### config.mk
export PLATFORM = sky130hd
export DESIGN_NAME = tic_top
export DESIGN_NICKNAME = d
export VERILOG_FILES = /design/src/tic_pkg.sv /design/src/tic_wrap_cnt.sv /design/src/tic_top.sv
export SDC_FILE = /design/constraint.sdc
export NUM_CORES = 1
export LEC_CHECK = 0
export ABC_AREA = 1
export CORE_ASPECT_RATIO = 1.4
export CORE_MARGIN = 2
export CORE_UTILIZATION = 50
export CTS_BUF_LIST = sky130_fd_sc_hd__clkbuf_2
export CTS_CLUSTER_SIZE = 24
export DETAILED_ROUTE_END_ITERATION = 12
export DONT_BUFFER_PORTS = 1
export SETUP_SLACK_MARGIN = 0.3
export SLEW_MARGIN = 25
export SYNTH_ARGS = -nofsm -noshare
export SYNTH_HDL_FRONTEND = slang
export SYNTH_SLANG_ARGS = --single-unit
export TNS_END_PERCENT = 5
### constraint.sdc
create_clock -name clk_i -period 4.85 [get_ports clk_i]
set_input_delay 0.2425 -clock clk_i [delete_from_list [all_inputs] [get_ports clk_i]]
set_output_delay 0.2425 -clock clk_i [all_outputs]
set_load 0.005 [all_outputs]
### src/tic_pkg.sv
// shared constants and types of the time interval counter
// assumes a single 100 MHz clock and the processor's special function register bus
package tic_pkg;

  // ************************************************************
  // timing
  // ************************************************************
  localparam int TIC_CLK_PERIOD_NS = 10;
  localparam int TIC_TICK_PERIOD_NS = 7812500;
  localparam int TIC_TICK_CYCLES = TIC_TICK_PERIOD_NS / TIC_CLK_PERIOD_NS;
  localparam int TIC_TICK_W = 20;

  // ************************************************************
  // register addresses
  // ************************************************************
  localparam logic [7:0] TIC_A_CTRL = 8'hA1;
  localparam logic [7:0] TIC_A_SUB = 8'hA2;
  localparam logic [7:0] TIC_A_SEC = 8'hA3;
  localparam logic [7:0] TIC_A_MIN = 8'hA4;
  localparam logic [7:0] TIC_A_HOUR = 8'hA5;
  localparam logic [7:0] TIC_A_MATCH = 8'hA6;

  // ************************************************************
  // timer_control_reg fields and reset values
  // ************************************************************
  localparam int TIC_B_CEN = 0;
  localparam int TIC_B_IVEN = 1;
  localparam int TIC_B_HIT = 2;
  localparam int TIC_B_SEL_LO = 4;
  localparam int TIC_B_SEL_HI = 5;
  localparam int TIC_B_H24 = 6;
  localparam logic [7:0] TIC_CTRL_RST = 8'h00;
  localparam logic [7:0] TIC_CNT_RST = 8'h00;
  localparam logic [7:0] TIC_MATCH_RST = 8'h00;

  // ************************************************************
  // counter limits
  // ************************************************************
  localparam logic [7:0] TIC_SUB_MAX = 8'h7F;
  localparam logic [7:0] TIC_SEC_MAX = 8'h3B;
  localparam logic [7:0] TIC_MIN_MAX = 8'h3B;
  localparam logic [7:0] TIC_HOUR_MAX = 8'h17;

  typedef enum logic [1:0] {
    TIC_UNIT_SUB = 2'b00,
    TIC_UNIT_SEC = 2'b01,
    TIC_UNIT_MIN = 2'b10,
    TIC_UNIT_HOUR = 2'b11
  } tic_unit_t;

  typedef struct packed {
    logic [7:0] addr;
    logic wr;
    logic rd;
    logic [7:0] wdata;
  } tic_sfr_req_t;

  typedef struct packed {
    logic [7:0] val;
  } tic_cnt_t;

  typedef struct packed {
    logic [TIC_TICK_W-1:0] div_cnt;
    logic [7:0] ctrl;
    logic [7:0] match_val;
    logic [7:0] ivl_cnt;
    logic [7:0] rdata;
  } tic_state_t;

endpackage

### src/tic_wrap_cnt.sv
// one wrapping time counter with software load
// assumes load and increment come from logic on the same clock
module tic_wrap_cnt #(
  parameter logic [7:0] MAX = 8'h3B
) (
  input wire logic clk_i,
  input wire logic rstn_i,
  input wire logic inc_i,
  input wire logic load_i,
  input wire logic [7:0] load_val_i,
  output logic [7:0] val_o,
  output logic wrap_o
);
  import tic_pkg::*;

  tic_cnt_t cnt_r;
  tic_cnt_t cnt_nxt;

  // carry out when the counter passes its top value
  assign wrap_o = inc_i && !load_i && (cnt_r.val >= MAX);
  assign val_o = cnt_r.val;

  always_comb begin
    cnt_nxt = cnt_r;
    if (load_i) begin
      cnt_nxt.val = load_val_i;
    end else if (inc_i) begin
      cnt_nxt.val = (cnt_r.val >= MAX) ? TIC_CNT_RST : 8'(cnt_r.val + 8'h01);
    end
  end

  always_ff @(posedge clk_i) begin
    if (!rstn_i) begin
      cnt_r <= '{val: TIC_CNT_RST};
    end else begin
      cnt_r <= cnt_nxt;
    end
  end

endmodule

### src/tic_top.sv
// time-of-day and interval counter reached over the register bus
// assumes a 100 MHz clock and a synchronous active-low reset
//
// Summary of operation
// - while counting is enabled, advance sub-second counter every 1/128 second
// - sub-second counter runs 0..127, wraps and advances seconds
// - seconds counter runs 0..59, wraps and advances minutes
// - minutes counter runs 0..59, wraps and advances hours
// - hours counter runs 0..23 then wraps, nothing further advanced
// - interval counter equal to match value sets hit flag and interrupt request
// - match value register accepts any value 0..255
// - two unit-select bits pick interval unit: 1/128 s, s, min, h
// - control write 0D0H selects seconds idle, 0D3H also starts counting
module tic_top #(
  parameter int TICK_CYCLES = tic_pkg::TIC_TICK_CYCLES
) (
  input wire logic clk_i,
  input wire logic rstn_i,
  input tic_pkg::tic_sfr_req_t sfr_req_i,
  output logic [7:0] sfr_rdata_o,
  output logic tic_irq_o
);
  import tic_pkg::*;

  tic_state_t st_r;
  tic_state_t st_nxt;

  logic tick;
  logic unit_tick;
  logic ival_hit;
  logic [7:0] ivl_inc;
  logic ld_sub;
  logic ld_sec;
  logic ld_min;
  logic ld_hour;
  logic ld_ctrl;
  logic ld_match;
  logic [7:0] sub_val;
  logic [7:0] sec_val;
  logic [7:0] min_val;
  logic [7:0] hour_val;
  logic sub_wrap;
  logic sec_wrap;
  logic min_wrap;
  logic count_en;
  logic ival_en;
  tic_unit_t unit_sel;

  // ************************************************************
  // decode
  // ************************************************************
  assign ld_ctrl = sfr_req_i.wr && (sfr_req_i.addr == TIC_A_CTRL);
  assign ld_sub = sfr_req_i.wr && (sfr_req_i.addr == TIC_A_SUB);
  assign ld_sec = sfr_req_i.wr && (sfr_req_i.addr == TIC_A_SEC);
  assign ld_min = sfr_req_i.wr && (sfr_req_i.addr == TIC_A_MIN);
  assign ld_hour = sfr_req_i.wr && (sfr_req_i.addr == TIC_A_HOUR);
  assign ld_match = sfr_req_i.wr && (sfr_req_i.addr == TIC_A_MATCH);

  assign count_en = st_r.ctrl[TIC_B_CEN];
  assign ival_en = st_r.ctrl[TIC_B_IVEN];
  assign unit_sel = tic_unit_t'({st_r.ctrl[TIC_B_SEL_HI], st_r.ctrl[TIC_B_SEL_LO]});

  // ************************************************************
  // 1/128 second tick
  // ************************************************************
  assign tick = count_en && (st_r.div_cnt == TIC_TICK_W'(TICK_CYCLES - 1));

  // ************************************************************
  // time cascade
  // ************************************************************
  tic_wrap_cnt #(.MAX(TIC_SUB_MAX)) u_sub (
    .clk_i(clk_i),
    .rstn_i(rstn_i),
    .inc_i(tick),
    .load_i(ld_sub),
    .load_val_i(sfr_req_i.wdata),
    .val_o(sub_val),
    .wrap_o(sub_wrap)
  );

  tic_wrap_cnt #(.MAX(TIC_SEC_MAX)) u_sec (
    .clk_i(clk_i),
    .rstn_i(rstn_i),
    .inc_i(sub_wrap),
    .load_i(ld_sec),
    .load_val_i(sfr_req_i.wdata),
    .val_o(sec_val),
    .wrap_o(sec_wrap)
  );

  tic_wrap_cnt #(.MAX(TIC_MIN_MAX)) u_min (
    .clk_i(clk_i),
    .rstn_i(rstn_i),
    .inc_i(sec_wrap),
    .load_i(ld_min),
    .load_val_i(sfr_req_i.wdata),
    .val_o(min_val),
    .wrap_o(min_wrap)
  );

  // hour carry drives nothing further
  tic_wrap_cnt #(.MAX(TIC_HOUR_MAX)) u_hour (
    .clk_i(clk_i),
    .rstn_i(rstn_i),
    .inc_i(min_wrap),
    .load_i(ld_hour),
    .load_val_i(sfr_req_i.wdata),
    .val_o(hour_val),
    .wrap_o()
  );

  // ************************************************************
  // interval counter
  // ************************************************************
  always_comb begin
    case (unit_sel)
      TIC_UNIT_SUB: unit_tick = tick;
      TIC_UNIT_SEC: unit_tick = sub_wrap;
      TIC_UNIT_MIN: unit_tick = sec_wrap;
      TIC_UNIT_HOUR: unit_tick = min_wrap;
      default: unit_tick = 1'b0;
    endcase
  end

  assign ivl_inc = 8'(st_r.ivl_cnt + 8'h01);
  assign ival_hit = ival_en && unit_tick && (ivl_inc == st_r.match_val);

  // ************************************************************
  // state update
  // ************************************************************
  always_comb begin
    st_nxt = st_r;
    if (!count_en || tick) begin
      st_nxt.div_cnt = '0;
    end else begin
      st_nxt.div_cnt = TIC_TICK_W'(st_r.div_cnt + 1'b1);
    end
    if (!ival_en) begin
      st_nxt.ivl_cnt = TIC_CNT_RST;
    end else if (ival_hit) begin
      st_nxt.ivl_cnt = TIC_CNT_RST;
    end else if (unit_tick) begin
      st_nxt.ivl_cnt = ivl_inc;
    end
    if (ld_ctrl) begin
      st_nxt.ctrl = sfr_req_i.wdata;
    end
    // a hit in the clearing cycle keeps the flag set
    st_nxt.ctrl[TIC_B_HIT] = st_nxt.ctrl[TIC_B_HIT] | ival_hit;
    if (ld_match) begin
      st_nxt.match_val = sfr_req_i.wdata;
    end
    if (sfr_req_i.rd) begin
      case (sfr_req_i.addr)
        TIC_A_CTRL: st_nxt.rdata = st_r.ctrl;
        TIC_A_SUB: st_nxt.rdata = sub_val;
        TIC_A_SEC: st_nxt.rdata = sec_val;
        TIC_A_MIN: st_nxt.rdata = min_val;
        TIC_A_HOUR: st_nxt.rdata = hour_val;
        TIC_A_MATCH: st_nxt.rdata = st_r.match_val;
        default: st_nxt.rdata = 8'h00;
      endcase
    end
  end

  always_ff @(posedge clk_i) begin
    if (!rstn_i) begin
      st_r <= '{div_cnt: '0, ctrl: TIC_CTRL_RST, match_val: TIC_MATCH_RST, ivl_cnt: TIC_CNT_RST, rdata: 8'h00};
    end else begin
      st_r <= st_nxt;
    end
  end

  assign sfr_rdata_o = st_r.rdata;
  assign tic_irq_o = st_r.ctrl[TIC_B_HIT];
endmodule

Word level (Yosys, flattened, before mapping)
Cells that the tools add are included.
{ "totals": {"in_bits": 20, "elab_cells": 76, "out_inout_bits": 9, "mem_bits_rw": 0, "latch_bits": 0, "mem_bits_ro": 0, "memories": 0, "reg_bits": 84} }
{ "op_classes": {"add_sub_neg": 6, "n_bitwise": 3, "n_lt_le_gt_ge": 4, "div": 0, "n_mul": 0, "muxes": 15, "n_reduce_logical": 27, "n_eq_ne": 11, "shifts": 0} }
{ "op_table": {"columns": ["op", "n"], "rows": [
  ["8-bit two-way mux", 12],
  ["8-bit == test (second input constant)", 6],
  ["8-bit one-hot mux with 6 select lines", 1],
  ["8-bit by 1-bit adder with 8-bit output (second input constant)", 5],
  ["20-bit by 1-bit adder with 20-bit output (second input constant)", 1],
  ["20-bit == test (second input constant)", 1],
  ["8-bit by 6-bit greater-or-equal comparator with 1-bit output (second input constant)", 2],
  ["1-bit logical AND", 15],
  ["8-bit == test", 1],
  ["8-bit by 5-bit greater-or-equal comparator with 1-bit output (second input constant)", 1],
  ["8-bit by 7-bit greater-or-equal comparator with 1-bit output (second input constant)", 1],
  ["2-bit nonzero test", 4],
  ["2-bit == test (second input constant)", 2],
  ["1-bit zero test", 4],
  ["1-bit one-hot mux with 4 select lines", 1],
  ["3-bit two-way mux", 1],
  ["3-bit OR reduction", 1],
  ["2-bit by 1-bit == test with 1-bit output (second input constant)", 1],
  ["2-bit zero test", 1],
  ["1-bit inverter", 2],
  ["2-bit OR reduction", 1],
  ["1-bit logical OR", 1],
  ["1-bit OR", 1]
]} }

Depth between registers and ports, before layout
{ "logic_depth": {"word_depth": 13, "mapped_depth": 13, "ltp_nobuf": 13} }

Modules after synthesis
A second synthesis with hierarchy kept.
{ "hier_totals": {"hier_cells": 740, "hier_area_um2": 5027.3} }
{ "modules_own_cells": {"columns": ["mod", "instances", "area_each_um2", "cells_each", "seq_area_each_um2"], "rows": [
  ["tic_top", 1, 3103.0, 471, 1041.0],
  ["tic_wrap_cnt (u_min ...)", 2, 490.5, 66, 160.2],
  ["tic_wrap_cnt (u_sub)", 1, 536.8, 82, 160.2],
  ["tic_wrap_cnt (u_hour)", 1, 406.6, 55, 160.2]
]} }

Worst setup path after synthesis
No wires, ideal clock.
{ "synth_path": {"path_type": "flip-flop to flip-flop", "start": "reg u_sub.cnt_r (netlist bit u_sub.val_o[1])", "end": "reg st_r[11] in the netlist's numbering", "period_less_slack_ns": 1.808, "t_arrival_ns": 1.692, "path_buffers": 0, "slack_ns": 3.042, "required_ns": 4.734, "path_stages_with_launch": 13, "setup_time_ns": 0.116, "path_cell_list": "dfxtp_1 -> ha_1 -> nand2_1 -> nor2_2 -> nand2_1 -> nand2_2 -> nand4_4 -> nor3_4 -> nand3_2 -> nand4_4 -> nand2_4 -> nand2_8 -> a21oi_1"} }
{ "synth_between": {"elab_chain_cells": 10} }
{ "synth_rtl": {"columns": ["item", "line_no", "source"], "rows": [
  ["start, declared", "tic_wrap_cnt.sv:16", "tic_cnt_t cnt_r;"],
  ["start signal, assigned", "tic_wrap_cnt.sv:34", "cnt_r <= '{val: TIC_CNT_RST};"],
  ["start signal, assigned", "tic_wrap_cnt.sv:36", "cnt_r <= cnt_nxt;"],
  ["8-bit by 7-bit greater-or-equal comparator with 1-bit output (*)", "tic_wrap_cnt.sv:20", "assign wrap_o = inc_i && !load_i && (cnt_r.val >= MAX);"],
  ["1-bit logical AND (*)", "tic_wrap_cnt.sv:20", null],
  ["1-bit logical AND (4 in a row)", "tic_wrap_cnt.sv:20", null],
  ["1-bit one-hot mux with 4 select lines (*)", "tic_top.sv:116", "case (unit_sel)"],
  ["1-bit logical AND (2 in a row)", "tic_top.sv:126", "assign ival_hit = ival_en && unit_tick && (ivl_inc == st_r.match_val);"],
  ["3-bit OR reduction (no line)", null, null],
  ["end signal, assigned", "tic_top.sv:168", "st_r <= '{div_cnt: '0, ctrl: TIC_CTRL_RST, match_val: TIC_MATCH_RST, ivl_cnt: TIC_CNT_RST, rdata: 8'h00};"],
  ["end signal, assigned", "tic_top.sv:170", "st_r <= st_nxt;"],
  ["end, declared", "tic_top.sv:25", "tic_state_t st_r;"]
]} }
Every way passes the cells marked *; elsewhere a longest branch is shown, timed or not.
A chain may end at the register's enable or synchronous reset.

Worst setup path in the final report
{ "layout_path": {"start": "in rstn_i", "end": "reg st_r[40] in the netlist's numbering"} }
{ "layout_between": {"elab_chain_cells": 2} }
{ "layout_rtl": {"columns": ["item", "line_no", "source"], "rows": [
  ["start, declared", "tic_top.sv:18", "input wire logic rstn_i,"],
  ["1-bit inverter (no line)", null, null],
  ["2-bit OR reduction (no line)", null, null]
]} }
No other way between the ends.

==> results.json <==
{
  "setup.worst_path.class": "primary input to flip-flop",
  "num_rows": 41,
  "slowest_stage": "dlygate4sd3_1",
  "drive_above_1_share": 0.1072,
  "internal-power_w": 0.0008216,
  "core-area_um2": 8977,
  "grt-ovfl-total": 0,
  "cts_buffer_depth": 2,
  "path_max_fanout": 23,
  "synth_common_cells": "nand2_1 (164), dfxtp_1 (84), inv_1 (70), nor2_1 (42), o21ai_0 (39)",
  "p_sw_frac": 0.2507,
  "crit_path_cell_trace": "dlygate4sd3_1, clkinv_1, nor3_1, inv_1, a21oi_1, o21a_1",
  "cp-end-kind": "flip-flop",
  "busiest_layer": "met2",
  "cts_buffers": 9,
  "synth_top_area_frac": 0.3648,
  "grt_max_degree": 35,
  "cp_data_arrival_time_ps": 2950,
  "synthFlopType": "dfxtp_1",
  "post_cts_buffers": 0,
  "cts_root_buffer": "clkbuf_2",
  "use_met2": 0.4409,
  "p_clk_frac": 0.317,
  "ys_seq_area_frac": 0.3648,
  "dieArea_um2": 10010,
  "ys_warn_count": 0,
  "use_met1": 0.3109,
  "slowest_delay_ps": 1050,
  "grt_use_met3": 0.05750,
  "area_growth_syn_to_layout_pct": 5.917,
  "ys_seq_elements": 84,
  "path_clk_slew_ps": 220,
  "fin_crit_sh": 0.5043,
  "critPathLaunchType": "primary input",
  "routedWlPerCell_um": 16.84,
  "fp.dieW_um": 85.15,
  "gp_congestion": 0.8589,
  "drt_wl_total_mm": 12.82,
  "synth_area_per_cell_um2": 7.180,
  "async_reset_ff_frac": 0,
  "slew_violations": 0,
  "hold_violations": 0,
  "fp.dieH_um": 117.6,
  "synth-edff-count": 0,
  "pwr-share-seq": 0.637,
  "cts_tree": "done",
  "yosys.area.top_type": "dfxtp_1",
  "track_usage": 0.2612,
  "antenna_found_initial": 1,
  "cp.required_ps": 5360,
  "io-pin-count": 29,
  "power.leakage_nw": 1.731,
  "clkLatencyLatePin_ps": 550,
  "drc": 0,
  "power.switching_w": 0.0002749,
  "initial_core_util": 0.5134,
  "first_pass_iters": 5,
  "comb_power_share": 0.045,
  "peakVddDrop_mv": 0.1220,
  "drtIter0Drc": 247,
  "worst_slack_ps": 2404,
  "mappedNetlistArea_um2": 4609,
  "min_path_type": "primary input to flip-flop",
  "fin_tns_setup_ps": 0,
  "postRouteAntennaNets": 0,
  "ys_top_cells_by_area": "dfxtp_1 (36%), nand2_1 (13%), inv_1 (5.7%), o21ai_0 (4.2%), xor2_1 (3.6%)",
  "setup_viol": 0,
  "clock_skew_ps": 15.01,
  "dp_slack_ps": 2632,
  "outcome": "completed",
  "ctsHoldBuffers": 13,
  "power_density_nw_per_um2": 224.6,
  "vias_per_cell": 5.603,
  "relSlewSlack": 0.4758,
  "period_minus_slack_ps": 2446,
  "syn_nets": 669,
  "grt_pass1_wl_mm": 20.51,
  "port_buffers": 0,
  "vias": 4264,
  "yosysMostFrequentCell": "nand2_1",
  "syn_inst": 642,
  "cts_sinks": 84,
  "fmax_ghz": 0.4088,
  "synth_cell_types": 46,
  "cap_viol_max_count": 0,
  "rsz0062_at_grt": "no",
  "place_hpwl_mm": 9.218,
  "layout.nets": 677,
  "cts_resized": 0,
  "grt_pass1_vias": 4023,
  "worst_pin_slew_ps": 783.7,
  "htree_num_levels": 3
}
flip-flops by register name, summed over array words and instances, names as in the netlist:
name / cells
tic_irq_o: 1
count_en: 1
ival_en: 1
u_min.val_o: 8
u_sec.val_o: 8
u_hour.val_o: 8
u_sub.val_o: 8
sfr_rdata_o: 8
st_r: 41
per-stage QoR:
step	hold slack (ps)	area, µm²	utilization	instances	power [W]
final	45.72	4882	0.5438	761	0.001097
after floorplan	350.5	4609	-	642	0.0007390
after global routing	16.45	4882	0.5438	761	0.001136
after CTS	11.11	4880	0.5436	760	0.001104
after detailed placement	356.9	4657	0.5187	733	0.0007395
after global placement	353.3	4657	0.5187	733	0.0007388
power by group through the flow:
stage	combinational, W	sequential (W)	clock [W]
6_report	0.0000496	0.000699	0.000348
5_1_grt	0.0000532	0.000700	0.000383
4_1_cts	0.0000490	0.000699	0.000356
3_5_place_dp	0.0000270	0.000713	0
3_3_place_gp	0.0000263	0.000712	0
2_1_floorplan	0.0000284	0.000711	0
metal layers:
metal / routed length (µm) / vias to the layer above
met3: 724 / 35
li1: - / 2141
met2: 6306 / 113
met1: 5257 / 1975
met5: 0 / -
met4: 530 / 0
logic make-up (layout without fill, tap and decap cells):
kind of cell	count (synthesis)	in the layout	share of synthesized area
AOI/OAI and AO/OA	133	133	0.1726
xor gates and xnor gates	22	22	0.04180
buffers and inverters	106	117	0.09283
DFF	84	84	0.3648
other	0	1	0
and+or+nand+nor	290	290	0.3089
adders and majority gates	7	7	0.01900
worst max-delay path, delay by kind of cell:
family | cells | cell delay [ps]
AO/OA/AOI/OAI | 2 | 350
AND/OR/NAND/NOR | 1 | 630
buffers and inverters | 3 | 1720
layout by cell type, fill, tap and decap left out, types with 6 or more instances in the layout:
cell type / count
o21ai_0: 39
xor2_1: 19
nand4_1: 13
o22ai_1: 6
dlygate4sd3_1: 13
inv_1: 70
clkbuf_2: 10
nand2_1: 164
dfxtp_1: 84
inv_2: 18
a21oi_1: 33
nand3_1: 20
ha_1: 7
a221oi_1: 6
a21oi_2: 8
nor3_1: 11
a31oi_1: 25
nor2_1: 42
final timing paths:
path              end           from  slack (ps)  depth (start not counted)
max          st_r[40]         rstn_i        2400                          6
min          st_r[22]  sfr_req_i[11]          50                          4
max reg2reg  st_r[40]       st_r[33]        2600                         10
min reg2reg  st_r[30]       st_r[30]         470                          2
area by class of cell:
type / instances / area (µm²)
multi-input combinational: 452 / 2500
timing repair buffer: 14 / 137.6
clock inverter: 4 / 42.54
sequential: 84 / 1682
clock buffer: 10 / 50.05
fill: 919 / 4095
inverter: 89 / 334.1
tap: 107 / 133.9
antenna: 1 / 2.502
Note: power is estimated with default switching activity, not from simulation.
